<file path="src/core/rxdec_pkg.sv">
// Purpose: shared constants for the receiver and decoder control bank
// Assumes: 8-bit processor register port, 10 MHz system clock
// Notes: offsets are the byte addresses of the parallel register port
package rxdec_pkg;
	localparam int ADDR_W = 6;
	localparam int DATA_W = 8;
	localparam int LEVEL_W = 4;
	localparam int TAPS_W = 5;

	// Register offsets
	localparam logic [5:0] OFS_TX_RX_CLOCK_PHASE = 6'h1b;
	localparam logic [5:0] OFS_DECODER_THRESHOLDS = 6'h1c;
	localparam logic [5:0] OFS_RESERVED_PRESET_1D = 6'h1d;
	localparam logic [5:0] OFS_RECEIVER_SOURCE_CONTROL = 6'h1e;
	localparam logic [5:0] OFS_QUADRATURE_CLOCK_CONTROL = 6'h1f;

	// Reset values
	localparam logic [7:0] RST_TX_RX_CLOCK_PHASE = 8'had;
	localparam logic [7:0] RST_DECODER_THRESHOLDS = 8'hff;
	localparam logic [7:0] RST_RESERVED_PRESET_1D = 8'h00;
	localparam logic [7:0] RST_RECEIVER_SOURCE_CONTROL = 8'h41;
	localparam logic [4:0] RST_QUAD_CLOCK_DELAY_TAPS = 5'h00;
	localparam logic RST_QUAD_CLOCK_CAL_DISABLE = 1'b0;
	localparam logic [7:0] UNMAPPED_READ = 8'h00;

	// Field positions
	localparam int MIN_LEVEL_LSB = 4;
	localparam int COLL_LEVEL_LSB = 0;
	localparam int RX_CLK_SEL_BIT = 7;
	localparam int RX_AUTO_PD_BIT = 6;
	localparam int RX_RSVD_LSB = 2;
	localparam int RX_RSVD_W = 4;
	localparam int DEC_SRC_LSB = 0;
	localparam int QC_HALF_TURN_BIT = 7;
	localparam int QC_CAL_DIS_BIT = 6;
	localparam int QC_RSVD_BIT = 5;
	localparam int QC_TAPS_LSB = 0;

	// Decoder input sources
	localparam logic [1:0] SRC_LOW = 2'h0;
	localparam logic [1:0] SRC_DEMOD = 2'h1;
	localparam logic [1:0] SRC_AUX_SUBCARRIER = 2'h2;
	localparam logic [1:0] SRC_AUX_BASEBAND = 2'h3;

	// Calibration settle time per delay-line step
	localparam int CLK_PERIOD_NS = 100;
	localparam int CAL_SETTLE_NS = 1000;
	localparam int CAL_SETTLE_CYCLES =
		(CAL_SETTLE_NS + CLK_PERIOD_NS - 1) / CLK_PERIOD_NS;
endpackage : rxdec_pkg

</file>
<file path="src/core/quad_clock_calibrator.sv">
// Purpose: steps the quadrature delay line until a quarter turn is reached
// Assumes: phase_past_quarter already synchronised to the system clock
// Notes: result holds the smallest tap count showing a quarter-turn lag, or all ones if no count does
`timescale 1ns/1ps
module quad_clock_calibrator #(
	parameter int TAPS_W = rxdec_pkg::TAPS_W,
	parameter int SETTLE = rxdec_pkg::CAL_SETTLE_CYCLES
) (
	input wire logic clk,
	input wire logic nrst,
	input wire logic start,
	input wire logic phase_past_quarter,
	output logic busy,
	output logic done,
	output logic [TAPS_W-1:0] trial,
	output logic [TAPS_W-1:0] result
);
	typedef enum logic {CAL_IDLE, CAL_WAIT} cal_state_t;

	localparam logic [TAPS_W-1:0] TAPS_MAX = {TAPS_W{1'b1}};
	localparam logic [7:0] SETTLE_LAST = 8'(SETTLE - 1);

	cal_state_t state;
	logic [7:0] settle;

	assign busy = (state == CAL_WAIT);

	// Step sequencer: settle, sample, then advance or finish
	always_ff @(posedge clk) begin
		done <= 1'b0;
		if (!nrst) begin
			state <= CAL_IDLE;
			settle <= 8'h00;
			trial <= '0;
			result <= '0;
		end else begin
			unique case (state)
				CAL_IDLE: begin
					if (start) begin
						state <= CAL_WAIT;
						trial <= '0;
						settle <= 8'h00;
					end
				end
				CAL_WAIT: begin
					if (settle != SETTLE_LAST) begin
						settle <= settle + 8'h01;
					end else if (phase_past_quarter || trial == TAPS_MAX) begin
						result <= trial;
						done <= 1'b1;
						state <= CAL_IDLE;
					end else begin
						trial <= trial + 1'b1;
						settle <= 8'h00;
					end
				end
			endcase
		end
	end
endmodule : quad_clock_calibrator

</file>
<file path="src/core/receiver_decoder_control_regs.sv">
// Purpose: receiver and decoder control registers 1Bh to 1Fh
// Assumes: single-cycle write and read strobes from the processor port
// Notes: decoder levels and demodulator bit come from same-clock logic
// Function
// - Register 1Bh, reset ADh, sets transmit/receive clock phase.
// - Decoder ignores signals weaker than the minimum level in bits 7:4.
// - Collision flagged only when weaker half-bit reaches level in bits 3:0.
// - Bit 7 of 1Eh: 1 in-phase, 0 quadrature receiver clock.
// - Bit 6 of 1Eh: auto power around reception, else always on.
// - Bits 1:0 pick decoder input: low, demodulator, aux subcarrier, baseband.
// - Register 1Eh resets to 41h; reserved bits 5:2 reset to zero but take written values.
// - Bit 7 of 1Fh reads whether quadrature lag exceeds a half turn.
// - Bit 6 of 1Fh clear: calibrate after reset and each reception.
// - Bits 4:0 of 1Fh hold delay taps, written by processor or calibration.
// - Register 1Fh resets with upper three bits zero; bit 5 resets to zero but takes written values.
`timescale 1ns/1ps
module receiver_decoder_control_regs #(
	parameter int SETTLE = rxdec_pkg::CAL_SETTLE_CYCLES
) (
	input wire logic SYS_CLK,
	input wire logic NRST,
	input wire logic [5:0] ADDR,
	input wire logic WR_EN,
	input wire logic RD_EN,
	input wire logic [7:0] WDATA,
	output logic [7:0] RDATA,
	input wire logic [3:0] SIGNAL_LEVEL,
	input wire logic [3:0] WEAK_HALF_LEVEL,
	input wire logic DEMOD_BIT,
	input wire logic AUX_MANCHESTER_INPUT,
	input wire logic RX_ACTIVE,
	input wire logic RX_DONE,
	input wire logic QUAD_PAST_QUARTER,
	input wire logic QUAD_PAST_HALF,
	output logic [7:0] TX_RX_CLOCK_PHASE,
	output logic RECEIVER_CLOCK_SELECT,
	output logic RECEIVER_POWER_ON,
	output logic DECODER_INPUT,
	output logic DECODER_BASEBAND,
	output logic SIGNAL_ACCEPT,
	output logic COLLISION_FLAG,
	output logic [4:0] QUAD_CLOCK_DELAY_TAPS,
	output logic CAL_BUSY
);
	logic [7:0] decoder_thresholds;
	logic [7:0] reserved_preset_1d;
	logic receiver_auto_powerdown;
	logic [3:0] rx_reserved;
	logic [1:0] decoder_input_select;
	logic quad_clock_cal_disable;
	logic qc_reserved;
	logic [4:0] quad_clock_delay_taps;
	logic [1:0] aux_sync, quarter_sync, half_sync;
	logic quad_clock_over_half_turn;
	logic cal_pending, cal_start, cal_done;
	logic [4:0] cal_trial, cal_result;
	logic [3:0] min_signal_threshold, collision_threshold;

	// Write decode shared by every register
	function automatic logic hit(input logic [5:0] a, input logic [5:0] ofs);
		hit = (a == ofs);
	endfunction : hit

	assign min_signal_threshold = decoder_thresholds[rxdec_pkg::MIN_LEVEL_LSB +:
		rxdec_pkg::LEVEL_W];
	assign collision_threshold = decoder_thresholds[rxdec_pkg::COLL_LEVEL_LSB +:
		rxdec_pkg::LEVEL_W];
	assign quad_clock_over_half_turn = half_sync[1];

	// Pin and analog comparator synchronisers
	always_ff @(posedge SYS_CLK) begin
		if (!NRST) begin
			aux_sync <= 2'h0;
			quarter_sync <= 2'h0;
			half_sync <= 2'h0;
		end else begin
			aux_sync <= {aux_sync[0], AUX_MANCHESTER_INPUT};
			quarter_sync <= {quarter_sync[0], QUAD_PAST_QUARTER};
			half_sync <= {half_sync[0], QUAD_PAST_HALF};
		end
	end

	// Phase, threshold and reserved registers
	always_ff @(posedge SYS_CLK) begin
		if (!NRST) begin
			TX_RX_CLOCK_PHASE <= rxdec_pkg::RST_TX_RX_CLOCK_PHASE;
			decoder_thresholds <= rxdec_pkg::RST_DECODER_THRESHOLDS;
			reserved_preset_1d <= rxdec_pkg::RST_RESERVED_PRESET_1D;
		end else if (WR_EN) begin
			if (hit(ADDR, rxdec_pkg::OFS_TX_RX_CLOCK_PHASE))
				TX_RX_CLOCK_PHASE <= WDATA;
			if (hit(ADDR, rxdec_pkg::OFS_DECODER_THRESHOLDS))
				decoder_thresholds <= WDATA;
			if (hit(ADDR, rxdec_pkg::OFS_RESERVED_PRESET_1D))
				reserved_preset_1d <= WDATA;
		end
	end

	// Receiver source control register
	always_ff @(posedge SYS_CLK) begin
		if (!NRST) begin
			{RECEIVER_CLOCK_SELECT, receiver_auto_powerdown, rx_reserved,
				decoder_input_select} <= rxdec_pkg::RST_RECEIVER_SOURCE_CONTROL;
		end else if (WR_EN &&
			hit(ADDR, rxdec_pkg::OFS_RECEIVER_SOURCE_CONTROL)) begin
			RECEIVER_CLOCK_SELECT <= WDATA[rxdec_pkg::RX_CLK_SEL_BIT];
			receiver_auto_powerdown <= WDATA[rxdec_pkg::RX_AUTO_PD_BIT];
			rx_reserved <= WDATA[rxdec_pkg::RX_RSVD_LSB +: rxdec_pkg::RX_RSVD_W];
			decoder_input_select <= WDATA[rxdec_pkg::DEC_SRC_LSB +: 2];
		end
	end

	// Quadrature clock control; calibration result wins over a write
	always_ff @(posedge SYS_CLK) begin
		if (!NRST) begin
			quad_clock_cal_disable <= rxdec_pkg::RST_QUAD_CLOCK_CAL_DISABLE;
			qc_reserved <= 1'b0;
			quad_clock_delay_taps <= rxdec_pkg::RST_QUAD_CLOCK_DELAY_TAPS;
		end else begin
			if (WR_EN && hit(ADDR, rxdec_pkg::OFS_QUADRATURE_CLOCK_CONTROL)) begin
				quad_clock_cal_disable <= WDATA[rxdec_pkg::QC_CAL_DIS_BIT];
				qc_reserved <= WDATA[rxdec_pkg::QC_RSVD_BIT];
				quad_clock_delay_taps <= WDATA[rxdec_pkg::QC_TAPS_LSB +:
					rxdec_pkg::TAPS_W];
			end
			if (cal_done)
				quad_clock_delay_taps <= cal_result;
		end
	end

	// Calibration request after reset and after each reception
	assign cal_start = cal_pending && !quad_clock_cal_disable && !CAL_BUSY;
	always_ff @(posedge SYS_CLK) begin
		if (!NRST)
			cal_pending <= 1'b1;
		else
			cal_pending <= RX_DONE ||
				(cal_pending && !cal_start && !quad_clock_cal_disable);
	end

	quad_clock_calibrator #(
		.TAPS_W(rxdec_pkg::TAPS_W),
		.SETTLE(SETTLE)
	) u_cal (
		.clk(SYS_CLK),
		.nrst(NRST),
		.start(cal_start),
		.phase_past_quarter(quarter_sync[1]),
		.busy(CAL_BUSY),
		.done(cal_done),
		.trial(cal_trial),
		.result(cal_result)
	);

	// Delay line: trial count while calibrating, result in the done cycle
	// so the line never falls back to the stale count for one cycle
	assign QUAD_CLOCK_DELAY_TAPS = CAL_BUSY ? cal_trial :
		cal_done ? cal_result : quad_clock_delay_taps;

	// Receiver power follows reception when auto power-down is on
	assign RECEIVER_POWER_ON = !receiver_auto_powerdown || RX_ACTIVE;

	// Decoder input mux and level checks
	always_ff @(posedge SYS_CLK) begin
		if (!NRST) begin
			DECODER_INPUT <= 1'b0;
			DECODER_BASEBAND <= 1'b0;
			SIGNAL_ACCEPT <= 1'b0;
			COLLISION_FLAG <= 1'b0;
		end else begin
			unique case (decoder_input_select)
				rxdec_pkg::SRC_LOW: DECODER_INPUT <= 1'b0;
				rxdec_pkg::SRC_DEMOD: DECODER_INPUT <= DEMOD_BIT;
				rxdec_pkg::SRC_AUX_SUBCARRIER: DECODER_INPUT <= aux_sync[1];
				rxdec_pkg::SRC_AUX_BASEBAND: DECODER_INPUT <= aux_sync[1];
			endcase
			DECODER_BASEBAND <= (decoder_input_select ==
				rxdec_pkg::SRC_AUX_BASEBAND);
			SIGNAL_ACCEPT <= (SIGNAL_LEVEL >= min_signal_threshold);
			COLLISION_FLAG <= (SIGNAL_LEVEL >= min_signal_threshold) &&
				(WEAK_HALF_LEVEL >= collision_threshold);
		end
	end

	// Registered read port; unmapped offsets read zero
	always_ff @(posedge SYS_CLK) begin
		if (!NRST) begin
			RDATA <= rxdec_pkg::UNMAPPED_READ;
		end else if (RD_EN) begin
			unique case (ADDR)
				rxdec_pkg::OFS_TX_RX_CLOCK_PHASE: RDATA <= TX_RX_CLOCK_PHASE;
				rxdec_pkg::OFS_DECODER_THRESHOLDS: RDATA <= decoder_thresholds;
				rxdec_pkg::OFS_RESERVED_PRESET_1D: RDATA <= reserved_preset_1d;
				rxdec_pkg::OFS_RECEIVER_SOURCE_CONTROL:
					RDATA <= {RECEIVER_CLOCK_SELECT, receiver_auto_powerdown,
						rx_reserved, decoder_input_select};
				rxdec_pkg::OFS_QUADRATURE_CLOCK_CONTROL:
					RDATA <= {quad_clock_over_half_turn, quad_clock_cal_disable,
						qc_reserved, quad_clock_delay_taps};
				default: RDATA <= rxdec_pkg::UNMAPPED_READ;
			endcase
		end
	end
endmodule : receiver_decoder_control_regs

</file>
<file path="config.mk">
export PLATFORM = sky130hd
export DESIGN_NAME = receiver_decoder_control_regs
export DESIGN_NICKNAME = d
export VERILOG_FILES = /design/src/core/rxdec_pkg.sv /design/src/core/quad_clock_calibrator.sv /design/src/core/receiver_decoder_control_regs.sv
export SDC_FILE = /design/constraint.sdc
export NUM_CORES = 1
export LEC_CHECK = 0
export BUFFER_PORTS_ARGS = -buffer_cell sky130_fd_sc_hd__buf_2
export CAP_MARGIN = 20
export CORE_MARGIN = 4
export CORE_UTILIZATION = 45
export DETAILED_ROUTE_END_ITERATION = 8
export HOLD_SLACK_MARGIN = 0.15
export PLACE_DENSITY = 0.68
export SYNTH_ARGS = -nofsm -noshare
export SYNTH_HDL_FRONTEND = slang
export SYNTH_SLANG_ARGS = --single-unit
</file>
<file path="constraint.sdc">
create_clock -name SYS_CLK -period 2.3 [get_ports SYS_CLK]
set_input_delay 0.115 -clock SYS_CLK [delete_from_list [all_inputs] [get_ports SYS_CLK]]
set_output_delay 0.115 -clock SYS_CLK [all_outputs]
set_load 0.03 [all_outputs]
</file>
Yosys cells after proc, flatten, opt, wreduce, memory -nomap -nowiden. Index checks and enable logic that the tools add are counted.

Register bits: 78. Output and inout port bits: 28.

Add/sub/neg operators: 2. Order comparisons: 2. Equal/unequal tests: 14. Muxes and demuxes: 19. Bitwise gates (word level): 3. Reductions and logical operators: 24.

Operators by type and width (count): 8-bit case mux with 5 select lines (1); 5-bit 2-to-1 mux (7); 6-bit by 5-bit == test with 1-bit output, second input constant (5); 8-bit 2-to-1 mux (3); 8-bit case mux with 2 select lines (1); 5-bit case mux with 2 select lines (1); 8-bit by 1-bit adder with 8-bit output, second input constant (1); 4-bit greater-or-equal comparator (2); 8-bit by 4-bit != test with 1-bit output, second input constant (1); 2-bit AND reduction (4); 1-bit logical AND (7); 2-bit != test, second input constant (3); 3-bit AND reduction (2); 5-bit by 1-bit adder with 5-bit output, second input constant (1); 5-bit == test, second input constant (1); 2-bit == test, second input constant (2); 1-bit logical NOT (4); 1-bit 2-to-1 mux (4); 1-bit logical OR (3); 3-bit != test, second input constant (1); 1-bit inverter (3); 1-bit case mux with 3 select lines (1); 3-bit OR reduction (1); 2-bit by 1-bit == test with 1-bit output, second input constant (1); other kinds (4) (4).

Longest topological paths before layout.
Depth after elaboration: 7. Gate-level depth with buffers: 7.

Cells and area by module. From an unflattened synthesis, not the netlist that was laid out.

Cells, all modules: 378. Area total of the unflattened synthesis: 3683.5 µm².

By module, submodules not included: receiver_decoder_control_regs (times used 1, cells an instance 278, area each 2697.6 µm²); quad_clock_calibrator (times used 1, cells an instance 100, area each 985.9 µm²).

Worst setup path before layout. No wires, ideal clock.

Kind: reg2reg. From: reg u_cal.trial[0]. To: reg u_cal.trial[3]. Library setup time: 0.070 ns. Data arrival time: 1.844 ns. Data required time: 2.230 ns. Slack: 0.386 ns. Cell stages (with the launch flop): 8. Path through: dfxtp_1 -> ha_1 -> and3_1 -> ha_1 -> nor2_1 -> a21oi_2 -> or4_1 -> a21boi_1.

Word-level cells in the longest chain between the ends: 4.

RTL lines: start, declared (line quad_clock_calibrator.sv:15) `output logic [TAPS_W-1:0] trial,`; start signal, assigned (line quad_clock_calibrator.sv:53) `trial <= trial + 1'b1;`; 5-bit by 1-bit adder with 5-bit output or 5-bit == test (tied branches) (line quad_clock_calibrator.sv:53, quad_clock_calibrator.sv:48); 5-bit 2-to-1 mux or 1-bit logical OR (tied branches) (line quad_clock_calibrator.sv:48) `end else if (phase_past_quarter || trial == TAPS_MAX) begin`; 5-bit 2-to-1 mux or 2-bit != test (tied branches); 5-bit case mux with 2 select lines or 3-bit AND reduction (tied branches).

Several ways; a longest one is shown, not always the timed one. The select of a mux whose other input is x is not followed. A chain may end at the register's enable or synchronous reset.

Final worst setup path.
From: in WR_EN. To: reg receiver_auto_powerdown.

Word-level cells in the longest chain between the ends: 1.

RTL lines: start, declared (line receiver_decoder_control_regs.sv:23) `input wire logic WR_EN,`; 1-bit logical AND (line receiver_decoder_control_regs.sv:104) `end else if (WR_EN &&`; end signal, assigned (line receiver_decoder_control_regs.sv:107) `receiver_auto_powerdown <= WDATA[rxdec_pkg::RX_AUTO_PD_BIT];`; end, declared (line receiver_decoder_control_regs.sv:47) `logic receiver_auto_powerdown;`.

No other way between the ends.

==> parameters.txt <==
Parameter                              Value

Status
  Result of the run    finished clean

Detailed routing
  Count of unresolved DRC violations after routing    0
  Violation count after the first detailed-route iteration    185
  Total vias in the final route    3105
  Average wire length per cell after detail routing    14.8 um
  Remaining number of nets flagged by the antenna check after routing    0
  Wirelength, routed    8430 um
  Pre-antenna DRT Iters    4
  DR vias/cell    5.44

Setup path
  Worst reg2reg startpoint    u_cal.trial[0]
  Worst R2R Setup Slack    170 ps
  CP Max Fanout    11
  Endpoint of the lowest-slack register-to-register path    u_cal.trial[3]
  Cells on worst reg2reg path    7
  Kind of start point of the critical path    input port
  CP endpoint kind    register
  CP Data Arrival Time    2370 ps
  Critical path class    in2reg
  Required time of the critical path    2540 ps

Floorplanning
  Number of standard-cell rows in the floorplan    32
  Die area    9770 um2
  Die Ht    98.9 um
  Die outline width    98.9 um
  I/O pin count    60
  Starting utilization of the core area    47.1%
  Floorplan core area    7890 um2

Clock network
  Cts bufs inserted    9
  Count of clock tree sinks    78
  # resized after CTS    0
  Clock Pin Slew Worst Setup and Hold Paths    90 ps
  Clock tree from TritonCTS    done
  Maximum count of clock buffers along a single path    2
  Master cell of the clock root buffer    clkbuf_8
  H-tree levels    3
  Clk Latency, worst-skew pair    340 ps

Pwr
  Clock Power Share    38.2%
  Internal power contribution    1.96 mW
  Switching part of the total    25.0%
  Net switching power figure    0.652 mW
  Standby leakage power    1.75 nW
  Register share of total power    53.0%
  Relative contribution of combinational cells to total power    8.7%
  Power density over cell area    592 nW/um2
  Peak VDD IR    0.288 mV
  Final Power    2.61 mW

Finish
  Layout overhead on the synthesized area    18.7%
  Fill cell count    734
  Share of layout cells above drive strength 1    21.3%
  N_diodes    0
  Net total in the final layout    509

Yosys
  Mapped Cells    397
  Average size of a mapped cell    9.36 um2
  Area share of the largest cell type after synthesis    42.0%
  Cell variety after synth    57
  Number of storage elements in the synthesis netlist    78
  Warning count from the yosys run    0
  Synth area leader    dfxtp_1
  Synth top cells by count    78 x dfxtp_1, 54 x nand2_1, 43 x mux2i_1
  Cell with the most instances after synthesis    dfxtp_1
  Count of flip-flops with a built-in enable after synthesis    0
  Biggest area contributors in the synthesized netlist    dfxtp_1 42%, mux2i_1 12%, nand2_1 5.5%, ha_1 4.0%, nand3_1 3.2%
  Share of flip-flops with an asynchronous set or reset after synthesis    0%
  Post-Synthesis Net Count    441
  Sequential-to-total area share from yosys stat    42.0%
  Area of the mapped netlist    3710 um2
  Top_reg_cell synth    dfxtp_1

Timing
  Period Utilization, post-route    92.8%
  Slew Limit Headroom    53.7%
  Largest clock skew in the final design    15.3 ps
  Worst setup slack after layout    166 ps
  Max Freq    469 MHz
  Unrepaired setup endpoints after global routing    false
  Total Neg Setup Slack    0 ps
  Final Max Slew Viols    0
  Final Hold Vio Count    0
  Final critical-path required period    2130 ps
  Worst-margin pin slew    694 ps
  Final-report setup violation count    0

Worst hold path
  Worst hold path stage count    4
  Worst Hold End    SIGNAL_ACCEPT
  Class of the worst hold path    in2reg
  Startpoint of the worst hold path    SIGNAL_LEVEL[2]

Place
  Placed wire-length estimate after detailed placement    5970 um
  Routability-driven placement congestion ratio    0.785
  Port buffer count    59
  Setup slack after placement    200 ps

Global route
  Initial antenna violation count    0
  Combined global-route utilization of all metal layers    17.3%
  Wire length of the first global-routing pass    14000 um
  Vias in the first global route    2920
  GRT Residual Overflow    0
  Pin count of the biggest net entering global routing    67

Job
  Number of violations of the max-capacitance limit    0
kinds of logic after synthesis:
logic type               count (synthesis)  share of synthesized area [%]
adder cells (fa/ha/maj)                 12                           4.04
multiplexers                            45                           12.2
AO/OA/AOI/OAI                           73                           13.9
buffers and inverters                   34                           4.11
flip-flops                              78                           42.0
XOR/XNOR                                 2                          0.472
AND/OR/NAND/NOR                        153                           23.3
registers in the layout, summed over array words and instances (netlist names), 2 cells and up:
name,flops
u_cal.settle,8
quad_clock_delay_taps,5
rx_reserved,4
u_cal.trial,5
decoder_thresholds,8
TX_RX_CLOCK_PHASE,8
decoder_input_select,2
reserved_preset_1d,8
half_sync,2
aux_sync,2
RDATA,8
quarter_sync,2
u_cal.result,5
worst max-delay path, stage by stage:
cell and delay, ps:
dlygate4sd3_1 520, buf_2 240, nand2_1 120, nor3_4 510, mux2i_1 250, nand2_1 70
dlygate4sd3_1 550
cell usage in the layout (no fill, tap or decap), drive strengths merged, types with 2 or more instances in the layout:
cell type	netlist	final
dfxtp	78	78
buf	8	63
nand2	54	54
mux2i	43	43
nand3	24	24
o21ai	21	21
nor2b	17	17
dlygate4sd3	0	15
inv	12	12
ha	12	12
clkbuf	13	9
a21oi	9	9
and2	9	9
nor2	9	9
a22oi	8	8
o221ai	8	8
a21boi	8	8
and3	7	7
o211ai	6	6
nand2b	5	5
nor3	5	5
nand3b	4	4
clkinv	1	4
nand4	3	3
a211o	3	3
or4	3	3
nor3b	3	3
nand4b	3	3
mux2	2	2
xnor2	2	2
a21o	2	2
o22ai	2	2
o21a	2	2
o31ai	2	2
clkinvlp	0	2
nor4b	2	2
cell type report:
| class | count | area, um2 | area share [%] |
|---|---|---|---|
| clock buffer | 9 | 124 | 2.81 |
| clock inverter | 6 | 63.8 | 1.45 |
| inverter | 13 | 48.8 | 1.11 |
| multi-input combinational | 285 | 2010 | 45.5 |
| sequential | 78 | 1560 | 35.4 |
| tap | 102 | 128 | 2.90 |
| timing repair buffer | 78 | 475 | 10.8 |
metal layers:
metal	global-route usage, %	share of wire [%]	up-vias
met5	0	0	-
met4	5.78	1.2	0
met3	2.76	4.8	9
met2	26.4	45	71
met1	24.9	49	1469
li1	-	-	1556
worst max-delay path by stage:
stage / startpoint / to / slack (ps) / depth (start not counted)
after detailed placement: u_cal.trial[0] / u_cal.trial[3] / 200 / 7
final: WR_EN / receiver_auto_powerdown / 170 / 7
after CTS: u_cal.trial[0] / u_cal.trial[3] / 170 / 7
after global placement: u_cal.trial[0] / u_cal.trial[3] / 290 / 7
after global routing: u_cal.trial[0] / u_cal.trial[3] / 70 / 7
after floorplan: u_cal.trial[0] / u_cal.trial[3] / 390 / 7
power by group through the flow:
stage | registers, mW | logic [mW] | clock network (mW)
final | 1.38 | 0.228 | 0.998
after global routing | 1.39 | 0.254 | 1.07
after CTS | 1.38 | 0.229 | 1.02
after detailed placement | 1.42 | 0.210 | 0
after global placement | 1.42 | 0.208 | 0
after floorplan | 1.41 | 0.144 | 0
metrics by stage:
step	std cells	hold slack, ps	instance area [um2]	util (%)
6_report	571	154	4410	55.9
5_1_grt	571	193	4410	55.9
4_1_cts	571	151	4410	55.9
3_5_place_dp	541	320	4070	51.6
3_3_place_gp	541	322	4070	51.6
2_1_floorplan	397	221	3710	-
timing repair:
item                                    4_1_cts  5_1_grt
setup buffers                                 0        0
hold endpoints to repair                     37        0
endpoints found under the setup margin        0        0
hold buffers                                 15        0
(Power assumes the default switching activity.)
